--- src/shared/crb_pkg.sv ---
// Constants, types and position maps for the configurable registered buffer.
// Assumes one 100 MHz system clock whose rising edge is the differential clock crossing.
package crb_pkg;

    // ------------------------------------------------------------------
    // Widths
    // ------------------------------------------------------------------
    localparam int CRB_WIDE_BITS = 25;
    localparam int CRB_NARROW_BITS = 14;
    localparam int CRB_SYNC_BITS = 3;

    // ------------------------------------------------------------------
    // Positions (bit k holds input or output position k+1)
    // ------------------------------------------------------------------
    localparam logic [24:0] CRB_CTRL_MASK_WIDE = 25'h0000049;
    localparam logic [13:0] CRB_CTRL_MASK_A = 14'h0049;
    localparam logic [13:0] CRB_CTRL_MASK_B = 14'h2440;
    localparam int CRB_WIDE_CKE_POS = 0;
    localparam int CRB_WIDE_ODT_POS = 3;
    localparam int CRB_A_CKE_POS = 0;
    localparam int CRB_A_ODT_POS = 3;
    localparam int CRB_B_CKE_POS = 13;
    localparam int CRB_B_ODT_POS = 10;

    // ------------------------------------------------------------------
    // Reset values and timing
    // ------------------------------------------------------------------
    localparam logic [24:0] CRB_RST_WIDE = 25'h0000000;
    localparam logic [13:0] CRB_RST_NARROW = 14'h0000;
    localparam logic [1:0] CRB_RST_PAIR = 2'h0;
    localparam logic [CRB_SYNC_BITS-1:0] CRB_RST_SYNC = 3'h0;
    localparam int CRB_CLK_PERIOD_NS = 10;
    localparam int CRB_RX_SETTLE_NS = 50;
    localparam int CRB_RX_SETTLE_CYCLES =
        (CRB_RX_SETTLE_NS + CRB_CLK_PERIOD_NS - 1) / CRB_CLK_PERIOD_NS;
    localparam logic [3:0] CRB_RX_SETTLE_LAST = 4'(CRB_RX_SETTLE_CYCLES - 1);

    // ------------------------------------------------------------------
    // Types
    // ------------------------------------------------------------------
    typedef enum logic [1:0] {
        CRB_RX_OFF = 2'h0,
        CRB_RX_WAKE = 2'h1,
        CRB_RX_ON = 2'h3
    } crb_rx_state_t;

endpackage

--- src/shared/crb_route_if.sv ---
// Interface between the buffer top and its position mapper.
// Assumes the mapper is purely combinational.
`timescale 1ns/10ps
`default_nettype none
interface crb_route_if;
    import crb_pkg::*;
    logic fanout_mode;                 // High selects duplicated mode
    logic pinout_variant;              // High selects variant B
    logic [24:0] data_in;              // Data positions straight off the pins
    logic [24:0] wide_out;             // Next one-to-one or copy A image
    logic [13:0] narrow_out;           // Next copy B image
    logic [1:0] cke_out;               // Next clock-enable pair
    logic [1:0] odt_out;               // Next termination pair

    modport top (output fanout_mode, pinout_variant, data_in,
                 input wide_out, narrow_out, cke_out, odt_out);
    modport mapper (input fanout_mode, pinout_variant, data_in,
                    output wide_out, narrow_out, cke_out, odt_out);
endinterface
`default_nettype wire

--- src/logic/crb_pin_sync.sv ---
// Two-stage synchroniser for static pins and the reset pin release.
// Assumes i_clr_n is the asynchronous reset pin; flops clear to zero on it.
`timescale 1ns/10ps
`default_nettype none
module crb_pin_sync
    import crb_pkg::*;
(
    input wire logic i_clk_sys,                      // System clock
    input wire logic i_sys_rst,                      // Synchronous reset
    input wire logic i_clr_n,                        // Asynchronous clear, low
    input wire logic [CRB_SYNC_BITS-1:0] i_pin,      // Pin levels
    output logic [CRB_SYNC_BITS-1:0] o_pin           // Synchronised levels
);
    logic [CRB_SYNC_BITS-1:0] stage1;
    logic [CRB_SYNC_BITS-1:0] stage2;
    logic [CRB_SYNC_BITS-1:0] next_stage1;
    logic [CRB_SYNC_BITS-1:0] next_stage2;

    // Next values; first stage feeds only the second
    always_comb begin
        next_stage1 = i_sys_rst ? CRB_RST_SYNC : i_pin;
        next_stage2 = i_sys_rst ? CRB_RST_SYNC : stage1;
    end

    // Assert at once on the pin, release on the clock
    always_ff @(posedge i_clk_sys or negedge i_clr_n) begin
        if (!i_clr_n) begin
            stage1 <= CRB_RST_SYNC;
            stage2 <= CRB_RST_SYNC;
        end else begin
            stage1 <= next_stage1;
            stage2 <= next_stage2;
        end
    end

    assign o_pin = stage2;
endmodule
`default_nettype wire

--- src/logic/crb_pos_map.sv ---
// Position mapper: routes the data inputs straight off the pins onto output images per mode.
// Assumes configuration is static while outputs are active.
`timescale 1ns/10ps
`default_nettype none
module crb_pos_map
    import crb_pkg::*;
(
    crb_route_if.mapper rt                          // Mapping request and result
);
    // ------------------------------------------------------------------
    // Per-position routing
    // ------------------------------------------------------------------
    genvar k;
    generate
        for (k = 0; k < CRB_WIDE_BITS; k = k + 1) begin : g_pos
            if (k < CRB_NARROW_BITS) begin : g_dual
                // Copies A and B from one input; control slots carry no data
                always_comb begin
                    if (rt.fanout_mode) begin
                        rt.wide_out[k] = rt.data_in[k] &
                            ~(rt.pinout_variant ? CRB_CTRL_MASK_B[k] : CRB_CTRL_MASK_A[k]);
                        rt.narrow_out[k] = rt.wide_out[k];
                    end else begin
                        rt.wide_out[k] = rt.data_in[k] & ~CRB_CTRL_MASK_WIDE[k];
                        rt.narrow_out[k] = 1'b0;
                    end
                end
            end else begin : g_wide
                // Upper positions exist only in one-to-one mode
                always_comb begin
                    rt.wide_out[k] = rt.fanout_mode ? 1'b0 : rt.data_in[k];
                end
            end
        end
    endgenerate

    // ------------------------------------------------------------------
    // Clock-enable and termination pairs
    // ------------------------------------------------------------------
    always_comb begin
        rt.cke_out = {rt.fanout_mode, 1'b1} & {2{1'b1}};
        rt.odt_out = rt.cke_out;
    end
endmodule
`default_nettype wire

--- src/logic/crb_buffer_top.sv ---
// Configurable registered buffer: 25-bit one-to-one or 14-bit one-to-two.
// Assumes data and rank selects are driven on the system clock by the host,
// and that configuration and reset pins are asynchronous static levels.
`timescale 1ns/10ps
`default_nettype none
module crb_buffer_top
    import crb_pkg::*;
(
    input wire logic i_clk_sys,                          // Clock crossing
    input wire logic i_sys_rst,                          // Sync reset, high
    input wire logic i_reset_n,                          // Device reset pin, low
    input wire logic i_pinout_variant_select,            // Low A, high B
    input wire logic i_fanout_mode_select,               // Low 1:1, high 1:2
    input wire logic [24:0] i_buffered_inputs,           // Data positions 1..25
    input wire logic i_primary_rank_select_in,           // Primary select, low
    input wire logic i_secondary_rank_select_in,         // Secondary select, low
    input wire logic i_clock_enable_in,                  // Clock-enable input
    input wire logic i_termination_ctrl_in,              // Termination input
    output logic [24:0] o_registered_outputs,            // 1:1 outputs or copy A
    output logic [13:0] o_registered_outputs_b,          // Copy B outputs
    output logic [1:0] o_rank_select_out,                // Rank select {B,A}
    output logic [1:0] o_clock_enable_out,               // Clock enable {B,A}
    output logic [1:0] o_termination_ctrl_out,           // Termination {B,A}
    output logic o_receivers_enabled,                    // Inputs being taken
    output logic o_outputs_held                          // Gated outputs frozen
);

    // ------------------------------------------------------------------
    // Declarations
    // ------------------------------------------------------------------
    logic [CRB_SYNC_BITS-1:0] pins_raw;
    logic [CRB_SYNC_BITS-1:0] pins_sync;
    logic reset_released;
    logic fanout_mode;
    logic pinout_variant;
    logic both_deselected;
    logic wide_active;

    crb_rx_state_t rx_state;
    crb_rx_state_t next_rx_state;
    logic [3:0] settle_cnt;
    logic [3:0] next_settle_cnt;

    logic [24:0] q_wide;
    logic [13:0] q_narrow;
    logic [1:0] q_cs;
    logic [1:0] q_cke;
    logic [1:0] q_odt;
    logic q_rx_en;
    logic q_held;
    logic [24:0] next_q_wide;
    logic [13:0] next_q_narrow;
    logic [1:0] next_q_cs;
    logic [1:0] next_q_cke;
    logic [1:0] next_q_odt;
    logic next_q_rx_en;
    logic next_q_held;

    crb_route_if rt ();

    // ------------------------------------------------------------------
    // Pin synchronisation
    // ------------------------------------------------------------------

    // Reset release and static configuration pass two flops
    assign pins_raw = {1'b1, i_pinout_variant_select, i_fanout_mode_select};

    crb_pin_sync u_pin_sync (
        .i_clk_sys (i_clk_sys),
        .i_sys_rst (i_sys_rst),
        .i_clr_n   (i_reset_n),
        .i_pin     (pins_raw),
        .o_pin     (pins_sync)
    );

    // Synchronised levels; config is static, so no capture is needed
    assign reset_released = pins_sync[2];
    assign pinout_variant = pins_sync[1];
    assign fanout_mode = pins_sync[0];

    // ------------------------------------------------------------------
    // Position mapping
    // ------------------------------------------------------------------

    // Mapper sees the data inputs straight off the pins; its result is captured on the clock crossing
    assign rt.fanout_mode = fanout_mode;
    assign rt.pinout_variant = pinout_variant;
    assign rt.data_in = i_buffered_inputs;

    crb_pos_map u_pos_map (
        .rt (rt)
    );

    // ------------------------------------------------------------------
    // Receiver enable sequencing
    // ------------------------------------------------------------------

    // Receivers come up over a settle time; outputs stay low meanwhile
    always_comb begin
        next_rx_state = rx_state;
        next_settle_cnt = settle_cnt;
        if (i_sys_rst || !reset_released) begin
            next_rx_state = CRB_RX_OFF;
            next_settle_cnt = 4'h0;
        end else begin
            unique case (rx_state)
                CRB_RX_OFF: begin
                    next_rx_state = CRB_RX_WAKE;
                    next_settle_cnt = 4'h0;
                end
                CRB_RX_WAKE: begin
                    if (settle_cnt == CRB_RX_SETTLE_LAST) begin
                        next_rx_state = CRB_RX_ON;
                    end else begin
                        next_settle_cnt = settle_cnt + 4'h1;
                    end
                end
                CRB_RX_ON: begin
                    next_rx_state = CRB_RX_ON;
                end
                default: begin
                    next_rx_state = CRB_RX_OFF;
                end
            endcase
        end
    end

    // Sequencer state; the reset pin drops it at once
    always_ff @(posedge i_clk_sys or negedge i_reset_n) begin
        if (!i_reset_n) begin
            rx_state <= CRB_RX_OFF;
            settle_cnt <= 4'h0;
        end else begin
            rx_state <= next_rx_state;
            settle_cnt <= next_settle_cnt;
        end
    end

    // ------------------------------------------------------------------
    // Output register next values
    // ------------------------------------------------------------------

    // Freeze only when both selects are high at this edge
    assign both_deselected = i_primary_rank_select_in & i_secondary_rank_select_in;
    assign wide_active = (next_rx_state == CRB_RX_ON) && (rx_state == CRB_RX_ON);

    // Gated outputs hold; clock-enable and termination follow whenever receivers are on
    always_comb begin
        next_q_wide = q_wide;
        next_q_narrow = q_narrow;
        next_q_cs = q_cs;
        next_q_cke = CRB_RST_PAIR;
        next_q_odt = CRB_RST_PAIR;
        next_q_rx_en = wide_active;
        next_q_held = 1'b0;
        if (!wide_active) begin
            // Receivers off or waking: everything driven low
            next_q_wide = CRB_RST_WIDE;
            next_q_narrow = CRB_RST_NARROW;
            next_q_cs = CRB_RST_PAIR;
        end else begin
            if (both_deselected) begin
                next_q_held = 1'b1;
            end else begin
                next_q_wide = rt.wide_out;
                next_q_narrow = rt.narrow_out;
                next_q_cs = rt.cke_out & {2{i_primary_rank_select_in}};
            end
            // Never frozen by the rank selects
            next_q_cke = rt.cke_out & {2{i_clock_enable_in}};
            next_q_odt = rt.odt_out & {2{i_termination_ctrl_in}};
        end
    end

    // ------------------------------------------------------------------
    // Output registers
    // ------------------------------------------------------------------

    // Capture on the crossing; pin reset clears without a clock edge
    always_ff @(posedge i_clk_sys or negedge i_reset_n) begin
        if (!i_reset_n) begin
            q_wide <= CRB_RST_WIDE;
            q_narrow <= CRB_RST_NARROW;
            q_cs <= CRB_RST_PAIR;
            q_cke <= CRB_RST_PAIR;
            q_odt <= CRB_RST_PAIR;
            q_rx_en <= 1'b0;
            q_held <= 1'b0;
        end else if (i_sys_rst) begin
            q_wide <= CRB_RST_WIDE;
            q_narrow <= CRB_RST_NARROW;
            q_cs <= CRB_RST_PAIR;
            q_cke <= CRB_RST_PAIR;
            q_odt <= CRB_RST_PAIR;
            q_rx_en <= 1'b0;
            q_held <= 1'b0;
        end else begin
            q_wide <= next_q_wide;
            q_narrow <= next_q_narrow;
            q_cs <= next_q_cs;
            q_cke <= next_q_cke;
            q_odt <= next_q_odt;
            q_rx_en <= next_q_rx_en;
            q_held <= next_q_held;
        end
    end

    // ------------------------------------------------------------------
    // Output assembly
    // ------------------------------------------------------------------

    // Control slots in the image are zero, so no mux on the output path
    assign o_registered_outputs = q_wide;
    assign o_registered_outputs_b = q_narrow;
    assign o_rank_select_out = q_cs;
    assign o_clock_enable_out = q_cke;
    assign o_termination_ctrl_out = q_odt;
    assign o_receivers_enabled = q_rx_en;
    assign o_outputs_held = q_held;

endmodule
`default_nettype wire

--- config.mk ---
export PLATFORM = sky130hd
export DESIGN_NAME = crb_buffer_top
export DESIGN_NICKNAME = d
export VERILOG_FILES = /design/src/shared/crb_pkg.sv /design/src/shared/crb_route_if.sv /design/src/logic/crb_pin_sync.sv /design/src/logic/crb_pos_map.sv /design/src/logic/crb_buffer_top.sv
export SDC_FILE = /design/constraint.sdc
export NUM_CORES = 1
export LEC_CHECK = 0
export BUFFER_PORTS_ARGS = -buffer_cell sky130_fd_sc_hd__buf_2
export CORE_ASPECT_RATIO = 0.9
export CORE_MARGIN = 2
export CORE_UTILIZATION = 25
export CTS_CLUSTER_SIZE = 25
export DETAILED_ROUTE_END_ITERATION = 8
export PLACE_DENSITY = 0.44
export REMOVE_ABC_BUFFERS = 1
export SYNTH_ARGS = -nofsm -noshare
export SYNTH_HDL_FRONTEND = slang
export SYNTH_HIERARCHICAL = 1
export SYNTH_SLANG_ARGS = --single-unit
--- constraint.sdc ---
create_clock -name i_clk_sys -period 1.2 [get_ports i_clk_sys]
set_input_delay 0.06 -clock i_clk_sys [delete_from_list [all_inputs] [get_ports i_clk_sys]]
set_output_delay 0.06 -clock i_clk_sys [all_outputs]
set_load 0.02 [all_outputs]
==> key figures <==
Global routing
  • GRT Resource Usage Total: 11.6%
  • Remaining Overflow, GRT: 0
  • Vias in the first global route: 2117
  • First-pass GRT wire length: 10.7 mm
  • Initial antenna violation count: 0
  • Largest net degree at the start of global routing: 30

Power
  • VDD IR-drop max: 0.000881 V
  • PwrDens: 1210 nW/um2
  • Leak Pwr: 1.89 nW

Layout
  • Proportion of layout cells with a drive suffix above 1: 33.6%
  • Fin nets: 406
  • N_diodes: 0
  • Design Area, Final: 3960 um2
  • Area Overhead vs Synth: 39.3%
  • Commonest non-fill, non-tap cell in the layout: buf_2
  • Fill cells: 1138
  • Post-route insts no fill: 527
  • Most frequent cells in the layout: 79 x buf_2, 59 x dfrtp_1, 40 x nand2_1, 40 x mux2i_1, 39 x inv_1

Floorplanning
  • Initial Util: 26.0%
  • Cell row count: 36
  • Die ar.: 12200 um2
  • Core box area: 10900 um2
  • I/O pins: 81
  • Die height: 105 um
  • Die X: 116 um

Placed design
  • Inst Count DP: 493
  • HPWL Detailed: 4.28 mm
  • RePlAce Congestion: 0.683
  • Placed inst area: 3400 um2
  • IO Port Bufs: 79

Logic synthesis
  • Compound-Gate Fraction of Synth Area: 2.86%
  • Netlist Area Pre-Place: 2840 um2
  • Synth Area in Adders: 0.881%
  • Post-synth EDFFs: 0
  • Sequential share of the synthesized area: 52.0%
  • Xor/xnor share of the synthesized area: 0%
  • Syn Inst Count: 273
  • Async SR Flop Fraction: 100%
  • Simple-gate share of the synthesized area: 16.3%
  • Distinct cells, synth: 30
  • Synthesized area per cell: 10.4 um2
  • Main combinational cell family by area after synthesis: simple AND/OR/NAND/NOR gates
  • Post-synthesis register bit count: 59
  • Main synth FF type: dfrtp_1
  • Synthesis Warnings: 6
  • Mux contribution to synthesized area: 14.4%

Critical path
  • Crit path from: rx_state[1]$_DFF_PN0_
  • Critical path fanouts, max: 10
  • Crit path kind: reg2reg
  • Worst EP arrival: 1.60 ns
  • Setup crit start kind: register
  • End of the critical path: o_registered_outputs_b[11]$_DFFE_PN0P_
  • Critical Path End Type: register
  • FF-to-FF Start: rx_state[1]$_DFF_PN0_
  • CP required: 1.44 ns
  • Worst Reg-to-Reg Cells: 4
  • Register-to-register setup slack: -0.17 ns
  • Reg2Reg Capture Point: o_registered_outputs_b[11]$_DFFE_PN0P_

Status
  • Failing checks: negative setup slack
  • Outcome: finished, violations left

Routing
  • DR DRC count: 0
  • Avg WL per Cell: 12.7 um
  • First-pass iteration count of the detailed router: 4
  • Final wirelength: 6.71 mm
  • Initial DRC count: 89
  • Final antenna-violating net count: 0
  • Vias: 2107
  • Avg Vias per Cell: 4.00

Timing
  • Clk_skew: 0.00219 ns
  • Hold Fails Final Rpt: 0
  • RSZ-0062 raised after global routing: true
  • Min Tclk post-route: 1.37 ns
  • Final setup fails: 41
  • Period utilization: 114%
  • Setup ws final: -0.165 ns
  • Max Fclk: 732 MHz
  • Slew Viols, Final: 0

Clock network
  • Num CTS Buffers: 9
  • Clock Latency Late Sink: 0.32 ns
  • Root Buffer: clkbuf_16
  • CTS Sinks: 59
  • CTS clk-pin slew, worst paths: 0.05 ns
  • TritonCTS clock tree: built
  • CTS Buffer Depth: 2
  • CTS H-Tree Depth: 3

Run
  • Number of max-cap violations: 0

Min path
  • Hold crit path type: in2reg
flip-flops by register name, summed over array words and instances, names as in the netlist:
signal                  flops
o_registered_outputs       25
o_registered_outputs_b     14
settle_cnt                  4
u_pin_sync/o_pin            3
u_pin_sync/stage1           3
o_clock_enable_out          2
o_rank_select_out           2
o_termination_ctrl_out      2
rx_state                    2
o_outputs_held              1
o_receivers_enabled         1
cell usage after synthesis, drive strengths merged, types with 2 or more instances:
master  instances  area share, %
a21boi          2           0.53
a21oi           2           0.35
a32o            2           0.70
and2            9            2.0
and2b           5            1.3
and3            8            1.8
and3b           2           0.62
buf            25            7.2
clkbuf          4           0.57
conb            3           0.40
dfrtp          59             52
ha              2           0.88
inv            41            5.4
mux2i          41             14
nand2          40            5.3
nand3b          2           0.53
nor2            3           0.40
nor2b          13            2.9
o21ai           2           0.35
metrics by stage:
stage               total power [mW]  hold slack [ns]  utilization (%)  setup slack, ns  TNS [ns]
floorplan                       2.09           -0.236                -            -1.95    -80.99
global placement                2.23          0.00352             31.1           -0.136     -4.77
detailed placement              2.23         -0.00181             31.1           -0.166     -5.59
CTS                             4.88          0.00666             36.0           -0.196     -6.30
global route                    4.98           0.0199             36.2           -0.235     -8.42
finish                          4.79           0.0147             36.2           -0.165     -5.20
where the power goes:
part / leakage, nW / switching [mW] / total [mW] / internal (mW)
Clock: 0.145 / 0.902 / 2.55 / 1.65
Combinational: 0.922 / 0.104 / 0.226 / 0.122
Sequential: 0.820 / 0.00489 / 2.01 / 2.00
critical path, cell delays in order (launching register included):
cell and delay, ns:
dfrtp_1 0.37, and4b_2 0.26, and3_4 0.27, buf_12 0.17
mux2i_2 0.21
area by class of cell:
cell class	count	area [um2]	area share (%)
Inverter	41	154	3.89
Sequential cell	59	1480	37.3
Tap cell	152	190	4.81
Timing Repair Buffer	113	778	19.7
Clock buffer	11	243	6.13
Multi-Input combinational cell	146	1060	26.9
Clock inverter	5	52.6	1.33
how the worst min path moves through the flow:
stage	startpoint	end	slack [ns]	depth (start not counted)
floorplan	i_reset_n	o_clock_enable_out[0]$_DFF_PN0_	-0.24	0
global placement	i_reset_n	o_registered_outputs_b[13]$_DFFE_PN0P_	0.004	1
detailed placement	i_reset_n	o_registered_outputs_b[13]$_DFFE_PN0P_	-0.002	1
CTS	i_primary_rank_select_in	o_rank_select_out[0]$_DFFE_PN0P_	0.007	3
global route	i_primary_rank_select_in	o_rank_select_out[1]$_DFFE_PN0P_	0.02	3
finish	i_primary_rank_select_in	o_rank_select_out[0]$_DFFE_PN0P_	0.01	3
metal layers:
metal | vias up | GRT usage, % | wire length (um)
li1 | 1037 | - | -
met1 | 1009 | 15.0 | 3080
met2 | 54 | 17.9 | 3170
met3 | 7 | 4.06 | 364
met4 | 0 | 4.08 | 94
met5 | - | 0 | 0
logic make-up (layout without fill, tap and decap cells):
logic type,after synthesis,after routing
adders and majority gates,2,2
other,3,5
buffers and inverters,70,170
AOI/OAI and AO/OA,11,11
muxes,41,41
and+or+nand+nor,87,87
DFF,59,59
timing repair:
| item | in CTS | in global routing |
|---|---|---|
| gates cloned | 1 | 1 |
| hold buffers | 14 | 0 |
| setup buffers | 2 | 1 |
| pin swaps | 5 | 5 |
| gates resized for setup | 11 | 4 |
| endpoints found under the setup margin | 44 | 47 |
| hold endpoints to repair | 74 | 0 |
Note: power is estimated with default switching activity, not from simulation.
